==> config.mk <==
export PLATFORM = sky130hd
export DESIGN_NAME = torque_overload_monitor
export DESIGN_NICKNAME = d
export VERILOG_FILES = /design/src/hw/torque_overload_pkg.sv /design/src/hw/torque_overload_monitor.sv /design/src/hw/persist_timer.sv
export SDC_FILE = /design/constraint.sdc
export NUM_CORES = 1
export LEC_CHECK = 0
export BUFFER_PORTS_ARGS = -buffer_cell sky130_fd_sc_hd__buf_4
export CAP_MARGIN = 30
export CORE_MARGIN = 8
export CORE_UTILIZATION = 45
export CTS_CLUSTER_SIZE = 25
export DETAILED_ROUTE_END_ITERATION = 16
export HOLD_SLACK_MARGIN = 0.12
export PLACE_DENSITY = 0.69
export SETUP_SLACK_MARGIN = 0.05
export SLEW_MARGIN = 20
export SYNTH_ARGS = -nofsm -noshare
export SYNTH_HDL_FRONTEND = slang
export SYNTH_SLANG_ARGS = --single-unit
==> constraint.sdc <==
create_clock -name clk -period 3.3 [get_ports clk]
set_input_delay 0.495 -clock clk [delete_from_list [all_inputs] [get_ports clk]]
set_output_delay 0.495 -clock clk [all_outputs]
set_load 0.05 [all_outputs]
==> src/hw/torque_overload_pkg.sv <==
// Package with parameter indices, field layouts, reset values and timing constants.
package torque_overload_pkg;

    ////////////////////////////////////////////////////////////////////////////////
    // Parameter indices.
    localparam logic [15:0] IDX_OVERLOAD_START_THRESHOLD = 16'h3371;
    localparam logic [15:0] IDX_OUTPUT_POLARITY_SELECT   = 16'h3374;
    localparam logic [15:0] IDX_TORQUE_DETECT_LEVEL      = 16'h3375;
    localparam logic [15:0] IDX_TORQUE_DETECT_TIME       = 16'h3376;

    ////////////////////////////////////////////////////////////////////////////////
    // Reset values.
    localparam logic [15:0] RST_OVERLOAD_START_THRESHOLD = 16'h0064;
    localparam logic [15:0] RST_OUTPUT_POLARITY_SELECT   = 16'h0000;
    localparam logic [15:0] RST_TORQUE_DETECT_LEVEL      = 16'h0064;
    localparam logic [15:0] RST_TORQUE_DETECT_TIME       = 16'h000A;

    ////////////////////////////////////////////////////////////////////////////////
    // Legal ranges and fixed values.
    localparam logic [15:0] OVERLOAD_MIN        = 16'h0064;
    localparam logic [15:0] OVERLOAD_MAX        = 16'h0096;
    localparam logic [15:0] OVERLOAD_FIXED      = 16'h0073;
    localparam logic [15:0] TORQUE_LEVEL_MIN    = 16'h0003;
    localparam logic [15:0] TORQUE_LEVEL_MAX    = 16'h012C;
    localparam logic [15:0] TORQUE_TIME_MIN     = 16'h0001;
    localparam logic [15:0] TORQUE_TIME_MAX     = 16'h03E8;

    ////////////////////////////////////////////////////////////////////////////////
    // Polarity field layout: one digit per output pin pair, one bit per digit.
    localparam int          POLARITY_PAIRS      = 4;
    localparam int          POLARITY_DIGIT_W    = 4;

    ////////////////////////////////////////////////////////////////////////////////
    // Timing.
    localparam int          CLK_PERIOD_NS       = 4;
    localparam int          MS_NS               = 1000000;
    localparam int          MS_CYCLES           = (MS_NS + CLK_PERIOD_NS - 1) / CLK_PERIOD_NS;
    localparam int          PRESCALE_W          = 18;
    localparam int          OVERLOAD_QUAL_MS    = 1000;

    ////////////////////////////////////////////////////////////////////////////////
    // Qualification timer states, Gray coded along idle, timing, qualified.
    typedef enum logic [1:0] {
        QUAL_IDLE   = 2'b00,
        QUAL_TIMING = 2'b01,
        QUAL_DONE   = 2'b11
    } qual_state_e;

endpackage

==> src/hw/torque_overload_monitor.sv <==
// Motor overload alarm, torque-reached detection and output polarity inversion.
`timescale 1ns/1ps
module torque_overload_monitor #(
    parameter int MS_CYCLES        = torque_overload_pkg::MS_CYCLES,
    parameter int OVERLOAD_QUAL_MS = torque_overload_pkg::OVERLOAD_QUAL_MS
) (
    // Clock, reset and clock enable.
    input  wire logic        clk,
    input  wire logic        srst,
    input  wire logic        ce,
    // Parameter access port.
    input  wire logic        paramWrite,
    input  wire logic        paramRead,
    input  wire logic [15:0] paramIndex,
    input  wire logic [15:0] paramWrData,
    output logic [15:0]      paramRdData,
    output logic             paramRdValid,
    output logic             paramError,
    // Measurements and motor type.
    input  wire logic [15:0] loadPercent,
    input  wire logic [15:0] torquePercent,
    input  wire logic        fixedThresholdMotor,
    // Alarm and detection.
    input  wire logic        alarmClear,
    output logic             motor_overload_alarm,
    output logic             torque_limit_detect_out,
    // Digital output pin pairs.
    input  wire logic [3:0]  outPinsRaw,
    output logic [3:0]       outPins
);

    logic [15:0] overload_start_threshold_reg;
    logic [15:0] output_polarity_select_reg;
    logic [15:0] torque_detect_level_reg;
    logic [15:0] torque_detect_time_reg;
    logic [15:0] effThreshold;
    logic        overloadCond;
    logic        overloadQual;
    logic        torqueCond;
    logic        torqueQual;
    logic        hitThreshold;
    logic        hitPolarity;
    logic        hitLevel;
    logic        hitTime;
    logic        wrOk;
    logic        polarityLegal;
    logic [15:0] rdData_next;
    logic [3:0]  polarityBits;

    ////////////////////////////////////////////////////////////////////////////////
    // Address decode and range checks.
    // An unmapped index leaves every hit low, so its writes are refused and its reads give 0.
    assign hitThreshold = (paramIndex == torque_overload_pkg::IDX_OVERLOAD_START_THRESHOLD);
    assign hitPolarity  = (paramIndex == torque_overload_pkg::IDX_OUTPUT_POLARITY_SELECT);
    assign hitLevel     = (paramIndex == torque_overload_pkg::IDX_TORQUE_DETECT_LEVEL);
    assign hitTime      = (paramIndex == torque_overload_pkg::IDX_TORQUE_DETECT_TIME);

    // Each decimal digit of the polarity setting must be 0 or 1, so only bits 0, 4, 8, 12.
    assign polarityLegal = ((paramWrData & 16'hEEEE) == 16'h0000);

    always_comb begin
        wrOk = 1'b0;
        if (hitThreshold) begin
            wrOk = (paramWrData >= torque_overload_pkg::OVERLOAD_MIN)
                && (paramWrData <= torque_overload_pkg::OVERLOAD_MAX);
        end else if (hitPolarity) begin
            wrOk = polarityLegal;
        end else if (hitLevel) begin
            wrOk = (paramWrData >= torque_overload_pkg::TORQUE_LEVEL_MIN)
                && (paramWrData <= torque_overload_pkg::TORQUE_LEVEL_MAX);
        end else if (hitTime) begin
            wrOk = (paramWrData >= torque_overload_pkg::TORQUE_TIME_MIN)
                && (paramWrData <= torque_overload_pkg::TORQUE_TIME_MAX);
        end
    end

    ////////////////////////////////////////////////////////////////////////////////
    // Parameter storage; accepted writes act from the next cycle.
    // Out-of-range values are refused rather than clamped, so a setting keeps its last legal
    // value. The advised ceiling for the overload threshold is left to the host.
    always_ff @(posedge clk) begin
        if (srst) begin
            overload_start_threshold_reg <= torque_overload_pkg::RST_OVERLOAD_START_THRESHOLD;
            output_polarity_select_reg   <= torque_overload_pkg::RST_OUTPUT_POLARITY_SELECT;
            torque_detect_level_reg      <= torque_overload_pkg::RST_TORQUE_DETECT_LEVEL;
            torque_detect_time_reg       <= torque_overload_pkg::RST_TORQUE_DETECT_TIME;
        end else if (ce && paramWrite && wrOk) begin
            if (hitThreshold) begin
                overload_start_threshold_reg <= paramWrData;
            end
            if (hitPolarity) begin
                output_polarity_select_reg <= paramWrData;
            end
            if (hitLevel) begin
                torque_detect_level_reg <= paramWrData;
            end
            if (hitTime) begin
                torque_detect_time_reg <= paramWrData;
            end
        end
    end

    ////////////////////////////////////////////////////////////////////////////////
    // Read port and error flag.
    // A read in the same cycle as a write is dropped, since the write has priority.
    always_comb begin
        rdData_next = 16'h0000;
        if (hitThreshold) begin
            rdData_next = overload_start_threshold_reg;
        end else if (hitPolarity) begin
            rdData_next = output_polarity_select_reg;
        end else if (hitLevel) begin
            rdData_next = torque_detect_level_reg;
        end else if (hitTime) begin
            rdData_next = torque_detect_time_reg;
        end
    end

    always_ff @(posedge clk) begin
        if (srst) begin
            paramRdData  <= 16'h0000;
            paramRdValid <= 1'b0;
        end else if (ce) begin
            paramRdValid <= paramRead && !paramWrite;
            if (paramRead && !paramWrite) begin
                paramRdData <= rdData_next;
            end
        end
    end

    // A write that is out of range or unmapped, or an unmapped read, pulses the error flag.
    always_ff @(posedge clk) begin
        if (srst) begin
            paramError <= 1'b0;
        end else if (ce) begin
            paramError <= (paramWrite && !wrOk)
                || (paramRead && !paramWrite && !(hitThreshold || hitPolarity || hitLevel || hitTime));
        end
    end

    ////////////////////////////////////////////////////////////////////////////////
    // Motor overload detection.
    // The fixed threshold overrides the stored one only while the motor input is high; the
    // stored value is kept and applies again once the input drops.
    assign effThreshold = fixedThresholdMotor ? torque_overload_pkg::OVERLOAD_FIXED
                                              : overload_start_threshold_reg;
    assign overloadCond = (loadPercent > effThreshold);

    persist_timer #(
        .MS_CYCLES (MS_CYCLES)
    ) u_overload_timer (
        .clk       (clk),
        .srst      (srst),
        .ce        (ce),
        .cond      (overloadCond),
        .limitMs   (16'(OVERLOAD_QUAL_MS)),
        .qualified (overloadQual)
    );

    // The alarm latches until cleared; a new overload wins over a clear in the same cycle.
    // A clear therefore only sticks once the qualified overload has ended.
    always_ff @(posedge clk) begin
        if (srst) begin
            motor_overload_alarm <= 1'b0;
        end else if (ce) begin
            if (overloadQual) begin
                motor_overload_alarm <= 1'b1;
            end else if (alarmClear) begin
                motor_overload_alarm <= 1'b0;
            end
        end
    end

    ////////////////////////////////////////////////////////////////////////////////
    // Torque-reached detection.
    // The output is gated by the live condition so that it drops in the cycle in which the
    // timer restarts, not one cycle later.
    assign torqueCond = (torquePercent > torque_detect_level_reg);

    persist_timer #(
        .MS_CYCLES (MS_CYCLES)
    ) u_torque_timer (
        .clk       (clk),
        .srst      (srst),
        .ce        (ce),
        .cond      (torqueCond),
        .limitMs   (torque_detect_time_reg),
        .qualified (torqueQual)
    );

    always_ff @(posedge clk) begin
        if (srst) begin
            torque_limit_detect_out <= 1'b0;
        end else if (ce) begin
            torque_limit_detect_out <= torqueQual && torqueCond;
        end
    end

    ////////////////////////////////////////////////////////////////////////////////
    // Output polarity: digit n of the setting sits at bit 4n.
    genvar p;
    generate
        for (p = 0; p < torque_overload_pkg::POLARITY_PAIRS; p++) begin : g_pol
            assign polarityBits[p] = output_polarity_select_reg[p * torque_overload_pkg::POLARITY_DIGIT_W];
        end
    endgenerate

    always_ff @(posedge clk) begin
        if (srst) begin
            outPins <= 4'h0;
        end else if (ce) begin
            outPins <= outPinsRaw ^ polarityBits;
        end
    end

endmodule

==> src/hw/persist_timer.sv <==
// Qualification timer: flags a condition that has held longer than a limit in milliseconds.
`timescale 1ns/1ps
module persist_timer #(
    parameter int MS_CYCLES = torque_overload_pkg::MS_CYCLES
) (
    // Clock and control.
    input  wire logic        clk,
    input  wire logic        srst,
    input  wire logic        ce,
    // Condition and limit.
    input  wire logic        cond,
    input  wire logic [15:0] limitMs,
    // Result.
    output logic             qualified
);

    torque_overload_pkg::qual_state_e                state_reg;
    logic [torque_overload_pkg::PRESCALE_W-1:0]      prescale_reg;
    logic [15:0]                                     msCount_reg;
    logic                                            msTick;

    assign msTick    = (prescale_reg == torque_overload_pkg::PRESCALE_W'(MS_CYCLES - 1));
    assign qualified = (state_reg == torque_overload_pkg::QUAL_DONE);

    ////////////////////////////////////////////////////////////////////////////////
    // The prescaler restarts with the condition so that every counted millisecond is whole.
    always_ff @(posedge clk) begin
        if (srst) begin
            prescale_reg <= '0;
        end else if (ce) begin
            if (!cond || msTick) begin
                prescale_reg <= '0;
            end else begin
                prescale_reg <= prescale_reg + 1'b1;
            end
        end
    end

    always_ff @(posedge clk) begin
        if (srst) begin
            msCount_reg <= 16'h0000;
        end else if (ce) begin
            if (!cond) begin
                msCount_reg <= 16'h0000;
            end else if (msTick && msCount_reg != 16'hFFFF) begin
                msCount_reg <= msCount_reg + 16'h0001;
            end
        end
    end

    ////////////////////////////////////////////////////////////////////////////////
    // Done is entered one cycle after the full limit has elapsed, so the time is exceeded.
    always_ff @(posedge clk) begin
        if (srst) begin
            state_reg <= torque_overload_pkg::QUAL_IDLE;
        end else if (ce) begin
            unique case (state_reg)
                torque_overload_pkg::QUAL_IDLE: begin
                    if (cond) begin
                        state_reg <= torque_overload_pkg::QUAL_TIMING;
                    end
                end
                torque_overload_pkg::QUAL_TIMING: begin
                    if (!cond) begin
                        state_reg <= torque_overload_pkg::QUAL_IDLE;
                    end else if (msCount_reg >= limitMs) begin
                        state_reg <= torque_overload_pkg::QUAL_DONE;
                    end
                end
                torque_overload_pkg::QUAL_DONE: begin
                    if (!cond) begin
                        state_reg <= torque_overload_pkg::QUAL_IDLE;
                    end
                end
                default: begin
                    state_reg <= torque_overload_pkg::QUAL_IDLE;
                end
            endcase
        end
    end

endmodule

# == Yosys cells after proc, flatten, opt, wreduce, memory -nomap -nowiden ==
# Index checks and enable logic that the tools add are counted.
# totals
input_bits,75
reg_bits,160
elab_cells,114
# classes
eq_ne,20
n_addsub,4
reduce_logical,36
mux,27
magnitude_cmp,10
n_bitwise,1
# ops
operator,n
$mux W16,9
$eq A16 B14 Y1 const B,4
$add A18 B1 Y18 const B,2
$eq A18 B18 Y1 const B,2
$mux W18,2
$add A16 B1 Y16 const B,2
$gt A16 B16 Y1,2
$ne A16 B16 Y1 const B,2
$ge A16 B1 Y1 const B,1
$ge A16 B10 Y1 const B,1
$ge A16 B16 Y1,1
$ge A16 B2 Y1 const B,1
$ge A16 B7 Y1 const B,1
$le A16 B10 Y1 const B,1
$le A16 B8 Y1 const B,1
$le A16 B9 Y1 const B,1
$logic_not A16 Y1,1
$mux W2,8
$reduce_and A2 Y1,8
$pmux W2 S3,2
$logic_and A1 B1 Y1,11
$ne A2 B2 Y1 const B,4
$reduce_and A4 Y1,2
$logic_or A1 B1 Y1,6
10 further kinds,23

# == Longest topological paths before layout ==
# Gate-level depths: netlist (run 1).
# logic_depth
word_depth,9
depth_mapped,11
depth_no_buf,8

# == Modules after synthesis ==
# From an unflattened synthesis (run 1), not the netlist that was laid out.
# unflattened
cells_unflattened,1023
area_unflattened_um2,8869.8
# by_module_without_submodules
mod,cells_per_inst,area_each_um2,n_inst,seq_area_each_um2
torque_overload_monitor,523,4645.7,1,1761.7
persist_timer,250,2112.0,2,720.7

# == Least setup slack after synthesis (run 1) ==
# OpenSTA, ideal clock, no wires.
# synth_path
kind,in2reg
startpoint,in fixedThresholdMotor
endpoint,reg u_overload_timer.msCount_reg[9]
setup_time_ns,0.123
setup_slack_ns,0.496
path_buffers,3
path_stages,11
arrival_ns,2.681
t_required_ns,3.177
path_cell_list,clkbuf_1 nand2b_1 ha_1 nand4_1 or4_1 o21ai_0 a41oi_1 buf_4 buf_4 nand2_1 mux2i_1
# synth_between
elab_chain_len,4
word_cells_on_any_way,5
classes_between,1 x order compare; 1 x eq/ne; 2 x mux; 1 x reduce/logical
# synth_lines
item,line,rtl
from (decl),torque_overload_monitor.sv:22,"input wire logic fixedThresholdMotor,"
$mux W16 *,torque_overload_monitor.sv:145,assign effThreshold = fixedThresholdMotor ? torque_overload_pkg::OVERLOAD_FIXED
$gt A16 B16 Y1 *,torque_overload_monitor.sv:147,assign overloadCond = (loadPercent > effThreshold);
$ne A2 B2 Y1 (no source line),-,
$reduce_and A2 Y1 (no source line),-,
to (signal assigned),persist_timer.sv:46,msCount_reg <= msCount_reg + 16'h0001;
to (decl),persist_timer.sv:19,logic [15:0] msCount_reg;
# Every way passes the cells marked *; elsewhere a longest branch is shown, timed or not.
# A chain may end at the register's enable or synchronous reset.

# == Worst setup path after layout (run 1) ==
# layout_path
startpoint,reg overload_start_threshold_reg[11]
endpoint,reg u_overload_timer.msCount_reg[12]
# layout_between
elab_chain_len,4
word_cells_on_any_way,5
classes_between,1 x order compare; 1 x eq/ne; 2 x mux; 1 x reduce/logical
# layout_lines
item,line,rtl
from (decl),torque_overload_monitor.sv:32,logic [15:0] overload_start_threshold_reg;
from (signal assigned),torque_overload_monitor.sv:83,overload_start_threshold_reg <= torque_overload_pkg::RST_OVERLOAD_START_THRESHOLD;
from (signal assigned),torque_overload_monitor.sv:89,overload_start_threshold_reg <= paramWrData;
$mux W16 *,torque_overload_monitor.sv:145,
$gt A16 B16 Y1 *,torque_overload_monitor.sv:147,
$ne A2 B2 Y1 (no source line),-,
$reduce_and A2 Y1 (no source line),-,
# Marked as above.

==> results of run 1 <==
## metal layers
| layer | GRT usage [%] | share of wire, % |
|---|---|---|
| met3 | 4.43 | 5.9 |
| met2 | 30.7 | 46 |
| met5 | 0 | 0 |
| met4 | 6.05 | 1.2 |
| met1 | 25.8 | 47 |
## metrics by stage
step | cells | utilization (%)
after floorplan | 1034 | -
after global placement | 1364 | 50.7
after detailed placement | 1364 | 50.7
after CTS | 1396 | 53.7
after global routing | 1396 | 53.7
final | 1396 | 53.7
## tightest hold or removal path, cell delays in order
cell and delay [ps]:
buf_4 80, xnor2_1 100, a211oi_1 60
## power groups by stage
stage	combinational, W	clock (W)	sequential (W)
after detailed placement	0.000415	0	0.00201
final	0.000417	0.00192	0.00197
after CTS	0.000417	0.00196	0.00197
after global placement	0.000409	0	0.00201
after global routing	0.000452	0.00204	0.00197
after floorplan	0.000204	0	0.00205
## layout make-up
| type | count | area [sq um] |
|---|---|---|
| Timing Repair Buffer | 119 | 893 |
| Multi-Input combinational cell | 774 | 5210 |
| Tap cell | 265 | 332 |
| Sequential cell | 160 | 3200 |
| Inverter | 46 | 173 |
| Clock inverter | 14 | 133 |
| Clock buffer | 18 | 439 |
| Fill cell | 1797 | 8960 |
## cells in the mapped netlist, drive strengths merged, types with 3 or more instances
library cell  number  area (sq um)
and3              12          75.1
nor4b              4          53.8
nor2             105           397
a221oi            15           131
xnor2             22           193
ha                53           663
nor4              10          83.8
nand3             30           150
buf               23           130
nor2b              7          43.8
or4                8          63.8
nand4             43           269
a211oi            26           205
and4               4          37.5
o21ai             14          70.1
dfxtp            160          3200
nor3              47           240
o21a               5          37.5
a31oi              5          31.3
nand2            101           379
xor2              14           123
mux2i             61           611
a2111oi            3          51.3
a21oi             59           333
or2                4          25.0
clkbuf            31           116
and2              25           156
nand4b             3          26.3
o211ai             7          52.6
nand2b            37           231
a21o               4          30.0
o31ai              5          42.5
or3                3          18.8
inv               44           165
## cell usage in the layout, fill, tap and decap left out, types with 3 or more instances in the layout
cell,count
dfxtp_1,160
buf_4,119
nor2_1,103
nand2_1,101
mux2i_1,61
ha_1,53
a21oi_1,49
nor3_1,46
inv_1,44
nand4_1,43
nand2b_1,37
nand3_1,30
and2_1,25
a211oi_1,24
xnor2_1,22
clkbuf_16,17
a221oi_1,15
xor2_1,14
o21ai_0,13
and3_1,12
a21oi_2,10
nor4_1,8
nor2b_1,7
o211ai_1,7
or4_1,7
o21a_1,5
a21o_1,4
a31oi_1,4
o31ai_1,4
inv_6,4
or2_2,3
or3_1,3
nand4b_1,3
and4_1,3
nor4b_2,3
clkinv_4,3
clkinv_2,3
## kinds of logic after synthesis
family,count (synthesis)
simple gates,454
compound gates,170
flops,160
buf+inv,100
mux,61
fa+ha+maj,53
xor+xnor,36
## how the worst min path moves through the flow
| stage | start | end | cells past startpoint |
|---|---|---|---|
| 5_1_grt | outPinsRaw[3] | outPins[3] | 3 |
| 2_1_floorplan | output_polarity_select_reg[10] | output_polarity_select_reg[10] | 1 |
| 3_3_place_gp | output_polarity_select_reg[7] | output_polarity_select_reg[7] | 1 |
| 3_5_place_dp | output_polarity_select_reg[3] | output_polarity_select_reg[3] | 1 |
| 6_report | outPinsRaw[3] | outPins[3] | 3 |
| 4_1_cts | paramWrData[12] | output_polarity_select_reg[12] | 3 |
==> impl_results.md, run 1 <==
- Status: finished clean
- Clock Latency Late Sink: 440 ps
- Fin area: 10400 sq um
- Max Slew Vio Count: 0
- Critical Path Stages: 9
- Initial detailed-routing violation count: 605
- DRC Markers: 0
- Share of layout cells above drive strength 1: 16.4%
- Core area: 19300 sq um
- Least-Margin Pin Slew: 907 ps
- Antenna diodes: 0
- Placed Area: 9810 sq um
- CTS max path bufs: 2
- Tcrit/Tclk final: 78.7%
- Max-slew headroom: 39.5%
- Simple-gate share of the synthesized area: 26.8%
- Detailed Place HPWL: 17.2 mm
- Largest family of logic cells by synthesized area: simple AND/OR/NAND/NOR gates
- H-tree Lvls: 4
- CP Data Arrival Time: 2920 ps
- CP Max Fanout: 7
- Hold Slack: 356 ps
- Critical path type: reg2reg
- Slowest stage delay, CP: 470 ps
- CTS tree: done
- Internal power: 0.00319 W
- CP startpoint: overload_start_threshold_reg[11]
- Cell variety after synth: 80
- Grt ovf: 0
- Peak VDD IR: 0.356 mV
- Post-synthesis average cell area: 8.52 sq um
- Wirelength, routed: 23.4 mm
- DR vias: 7790
- Dpl ws: 446 ps
- Clock sink count: 160
- Synthesized area: 8800 sq um
- YS warnings: 0
- Tot Pwr: 0.00430 W
- Post-synth ARST share: 0%
- Mapped Cells: 1034
- Worst hold-check path type: in2reg
- Fmax: 385 MHz
- DRT antenna net count: 0
- Total GRT Usage: 19.5%
- Worst reg2reg path endpoint: u_overload_timer.msCount_reg[12]
- Leakage: 3.77 nW
- Compound-Gate Fraction of Synth Area: 14.0%
- Combinational cell fraction of total power: 9.7%
- Synthesized Nets: 1162
- Crit path max-delay family: compound AO/OA/AOI/OAI gates
- First-pass GRT wire length: 37.9 mm
- DIE HEIGHT: 156 microns
- PwrDens: 415 nW/um^2
- R2r setup slk: 700 ps
- Number of setup violations in the final report: 0
- Root Driver: clkbuf_16
- Rows: 51
- # Post-CTS Setup Buffers: 0
- Die X: 156 microns
- Vias in the first global route: 7249
- Post-layout worst setup margin: 704 ps
- Final setup TNS: 0 ps
- XOR/XNOR Fraction of Synth Area: 3.58%
- Worst setup EP type: register
- Worst Reg-to-Reg Cells: 9
- Area grow syn2layout: 17.9%
- Main synth FF type: dfxtp_1
- CP bufs+invs: 1
- Post-CTS sizing: 0
- Cell chain of the critical path: nand2b_1 > ha_1 > nand4_1 > nor3_1 > o21ai_0 > a31oi_2 > buf_4 > a211oi_1 > o31a_1
- Seq pwr share: 45.7%
- CTS Buf Count: 17
- Hold_buf cts: 0
- Final Wtd Congestion: 0.860
- Final hold vios: 0
- Min Tclk post-route: 2600 ps
- Worst Path Required: 3630 ps
- Drt wl/cell: 16.8 microns
- Sequential area share after synthesis: 36.4%
- Synth Area in Adders: 7.53%
- Antenna violations before repair: 0
- Largest net degree at the start of global routing: 37
- I/O Buffers: 98
- Multiplexer area fraction after synthesis: 6.93%
- CP max stage cell: a31oi_2
- Number of synthesized flops with an enable pin: 0
- Fin nets: 1246
- Worst setup SP type: register
- Worst-path clk slew: 70 ps
- Via density: 5.58
- First-pass DRT Iterations: 6
- Clock Skew: 9.53 ps
- RSZ-0062 raised after global routing: false
- Max_cap viols: 0
- Synth Register Bits: 160
- Clock share of power: 44.6%
- Ports: 99
- Die area: 24300 sq um
- Switching pwr: 0.00112 W
- Crit path capture: u_overload_timer.msCount_reg[12]
- Initial Util: 45.5%
- Sw frac: 25.9%
- R2r startpoint: overload_start_threshold_reg[11]
(Power assumes the default switching activity.)
==> run 2: changes to the inputs <==
==> constraint.sdc (replaced) <==
create_clock -name clk -period 2.4 [get_ports clk]
set_input_delay 0.36 -clock clk [delete_from_list [all_inputs] [get_ports clk]]
set_output_delay 0.36 -clock clk [all_outputs]
set_load 0.05 [all_outputs]
==> run 2 against run 1 <==
  * Non-clock buffer count up 58
  * Global-route usage up 0.35 points
  * Count of clock-buffer cells in the layout down 1
  * Routed wire length up 4.4%
  * Hold slack worse by 130 ps
  * Clock skew down 2.8 ps
==> impl_results.md, run 2 (synthesized netlist as in run 1, its figures left out) <==
- Max Slew Vio Count: 0 (unchanged)
- CTS Buf Count: 17 (unchanged)
- Antenna violations before repair: 0 (unchanged)
- Clock Latency Late Sink: 430 ps (about the same)
- Initial detailed-routing violation count: 446 (-26%)
- Initial Util: 45.5% (unchanged)
- CTS max path bufs: 2 (unchanged)
- Grt ovf: 0 (unchanged)
- H-tree Lvls: 4 (unchanged)
- Post-layout util: 58.5% (+4.9 points)
- Ports: 99 (unchanged)
- Tcrit/Tclk final: 96.3% (+18 points)
- Min Tclk post-route: 2310 ps (-284 ps)
- Layout fillers: 1678 (-6.6%)
- Worst Path Required: 2760 ps (-870 ps)
- Fin area: 11300 sq um (+9.1%)
- CTS tree: done
- RSZ-0062 raised after global routing: true
- Drt wl/cell: 16.8 microns (+0.27%)
- Fin nets: 1304 (+4.7%)
- Peak VDD IR: 0.537 mV (+51%)
- First-pass DRT Iterations: 5 (-1)
- PwrDens: 550 nW/um^2 (+33%)
- CP Max Fanout: 12 (+5)
- Hold path start: paramWrData[12]
- Worst-path clk slew: 70 ps (about the same)
- Antenna diodes: 0 (unchanged)
- Worst setup EP type: register
- DRT antenna net count: 0 (unchanged)
- Largest net degree at the start of global routing: 59 (+59%)
- Vias in the first global route: 7703 (+6.3%)
- Area grow syn2layout: 28.5%
- Max-slew headroom: 55.9% (+16 points)
- First-pass GRT wire length: 39.0 mm (+3.0%)
- Core area: 19300 sq um (unchanged)
- Leakage: 4.18 nW (+11%)
- Placed Area: 10300 sq um (+5.5%)
- CP Data Arrival Time: 2670 ps (-250 ps)
- Number of setup violations in the final report: 0 (unchanged)
- Clock Skew: 6.69 ps (-2.84 ps)
- Final Wtd Congestion: 0.878 (+2.2%)
- Total GRT Usage: 19.8% (+0.35 points)
- Max_cap viols: 0 (unchanged)
- Hold Slack: 227 ps (-129 ps)
- Worst setup SP type: register
- Clock sink count: 160 (unchanged)
- DIE HEIGHT: 156 microns (unchanged)
- Die X: 156 microns (unchanged)
- I/O Buffers: 98 (unchanged)
- Worst hold-check path type: in2reg
- Wirelength, routed: 24.4 mm (+4.4%)
- Most frequent cells in the layout: buf_4 (161), dfxtp_1 (147), nand2_1 (101)
- Share of layout cells above drive strength 1: 24.3% (+7.9 points)
- Rows: 51 (unchanged)
- Least-Margin Pin Slew: 656 ps (-252 ps)
- Die area: 24300 sq um (unchanged)
- Commonest non-fill, non-tap cell in the layout: buf_4
- Via density: 5.59 (about the same)
- DRC Markers: 0 (unchanged)
- R2r startpoint: torque_detect_level_reg[8]
- Root Driver: clkbuf_16
- Critical path type: reg2reg
- Detailed Place HPWL: 17.7 mm (+3.1%)
- Status: finished clean
- CP startpoint: torque_detect_level_reg[8]
- DR vias: 8121 (+4.2%)
- Fmax: 433 MHz (+12%)
- Final hold vios: 0 (unchanged)
==> run 2: power by group <==
part | internal [W] | switching, W | total [W] | leakage [nW]
registers | 0.00268 | 0.0000232 | 0.00271 | 1.30
clock network | 0.00165 | 0.00117 | 0.00282 | 0.295
logic | 0.000314 | 0.000387 | 0.000702 | 2.58
total | 0.00465 | 0.00158 | 0.00623 | 4.18
==> run 2: worst paths after layout <==
path | cells after the start | to | slack, ps
setup / recovery | 12 | u_torque_timer.msCount_reg[7] | 90
hold / removal | 3 | output_polarity_select_reg[12] | 230
setup reg to reg | 12 | u_torque_timer.msCount_reg[7] | 90
hold reg to reg | 1 | output_polarity_select_reg[10] | 460
==> run 2: what timing repair did <==
item | in CTS | in global routing
hold buffers | 0 | 0
buffers inserted | 0 | 9
gates cloned | 0 | 5
endpoints found under the setup margin | 2 | 60
resized for setup | 3 | 56
pin swaps | 1 | 10
==> run 2: critical path: stages (launching register included) <==
cell and delay (ps):
dfxtp_2 350, inv_1 50, ha_1 270, nand4_1 220
buf_4 220, nor2_4 120, a2bb2oi_4 100, buf_6 150
a41oi_4 250, buf_4 180, clkbuf_16 150, nand2_1 60
mux2i_1 130
==> run 2: area by class of cell <==
type / count / area (sq um) / share of cell area, %
Multi-Input combinational cell: 774 / 5490 / 48.5
Sequential cell: 160 / 3220 / 28.4
Timing Repair Buffer: 177 / 1500 / 13.2
Clock buffer: 17 / 425 / 3.76
Tap cell: 265 / 332 / 2.93
Clock inverter: 15 / 181 / 1.60
Inverter: 46 / 173 / 1.53
==> run 2: metal layers <==
layer,GRT usage [%],share of wire (%)
met1,26.5,46
met2,31.5,46
met3,3.82,6.7
met4,6.33,1.4
met5,0,0
==> run 2: through the flow <==
| step | instances | setup slack [ps] | total power [W] | setup TNS [ps] |
|---|---|---|---|---|
| after floorplan | 1034 | -46.4 | 0.00312 | -409 |
| after global placement | 1409 | -122 | 0.00339 | -2860 |
| after detailed placement | 1409 | -174 | 0.00340 | -3200 |
| after CTS | 1441 | 53.7 | 0.00621 | 0 |
| after global routing | 1454 | -76.1 | 0.00645 | -76.1 |
| final | 1454 | 87.9 | 0.00623 | 0 |
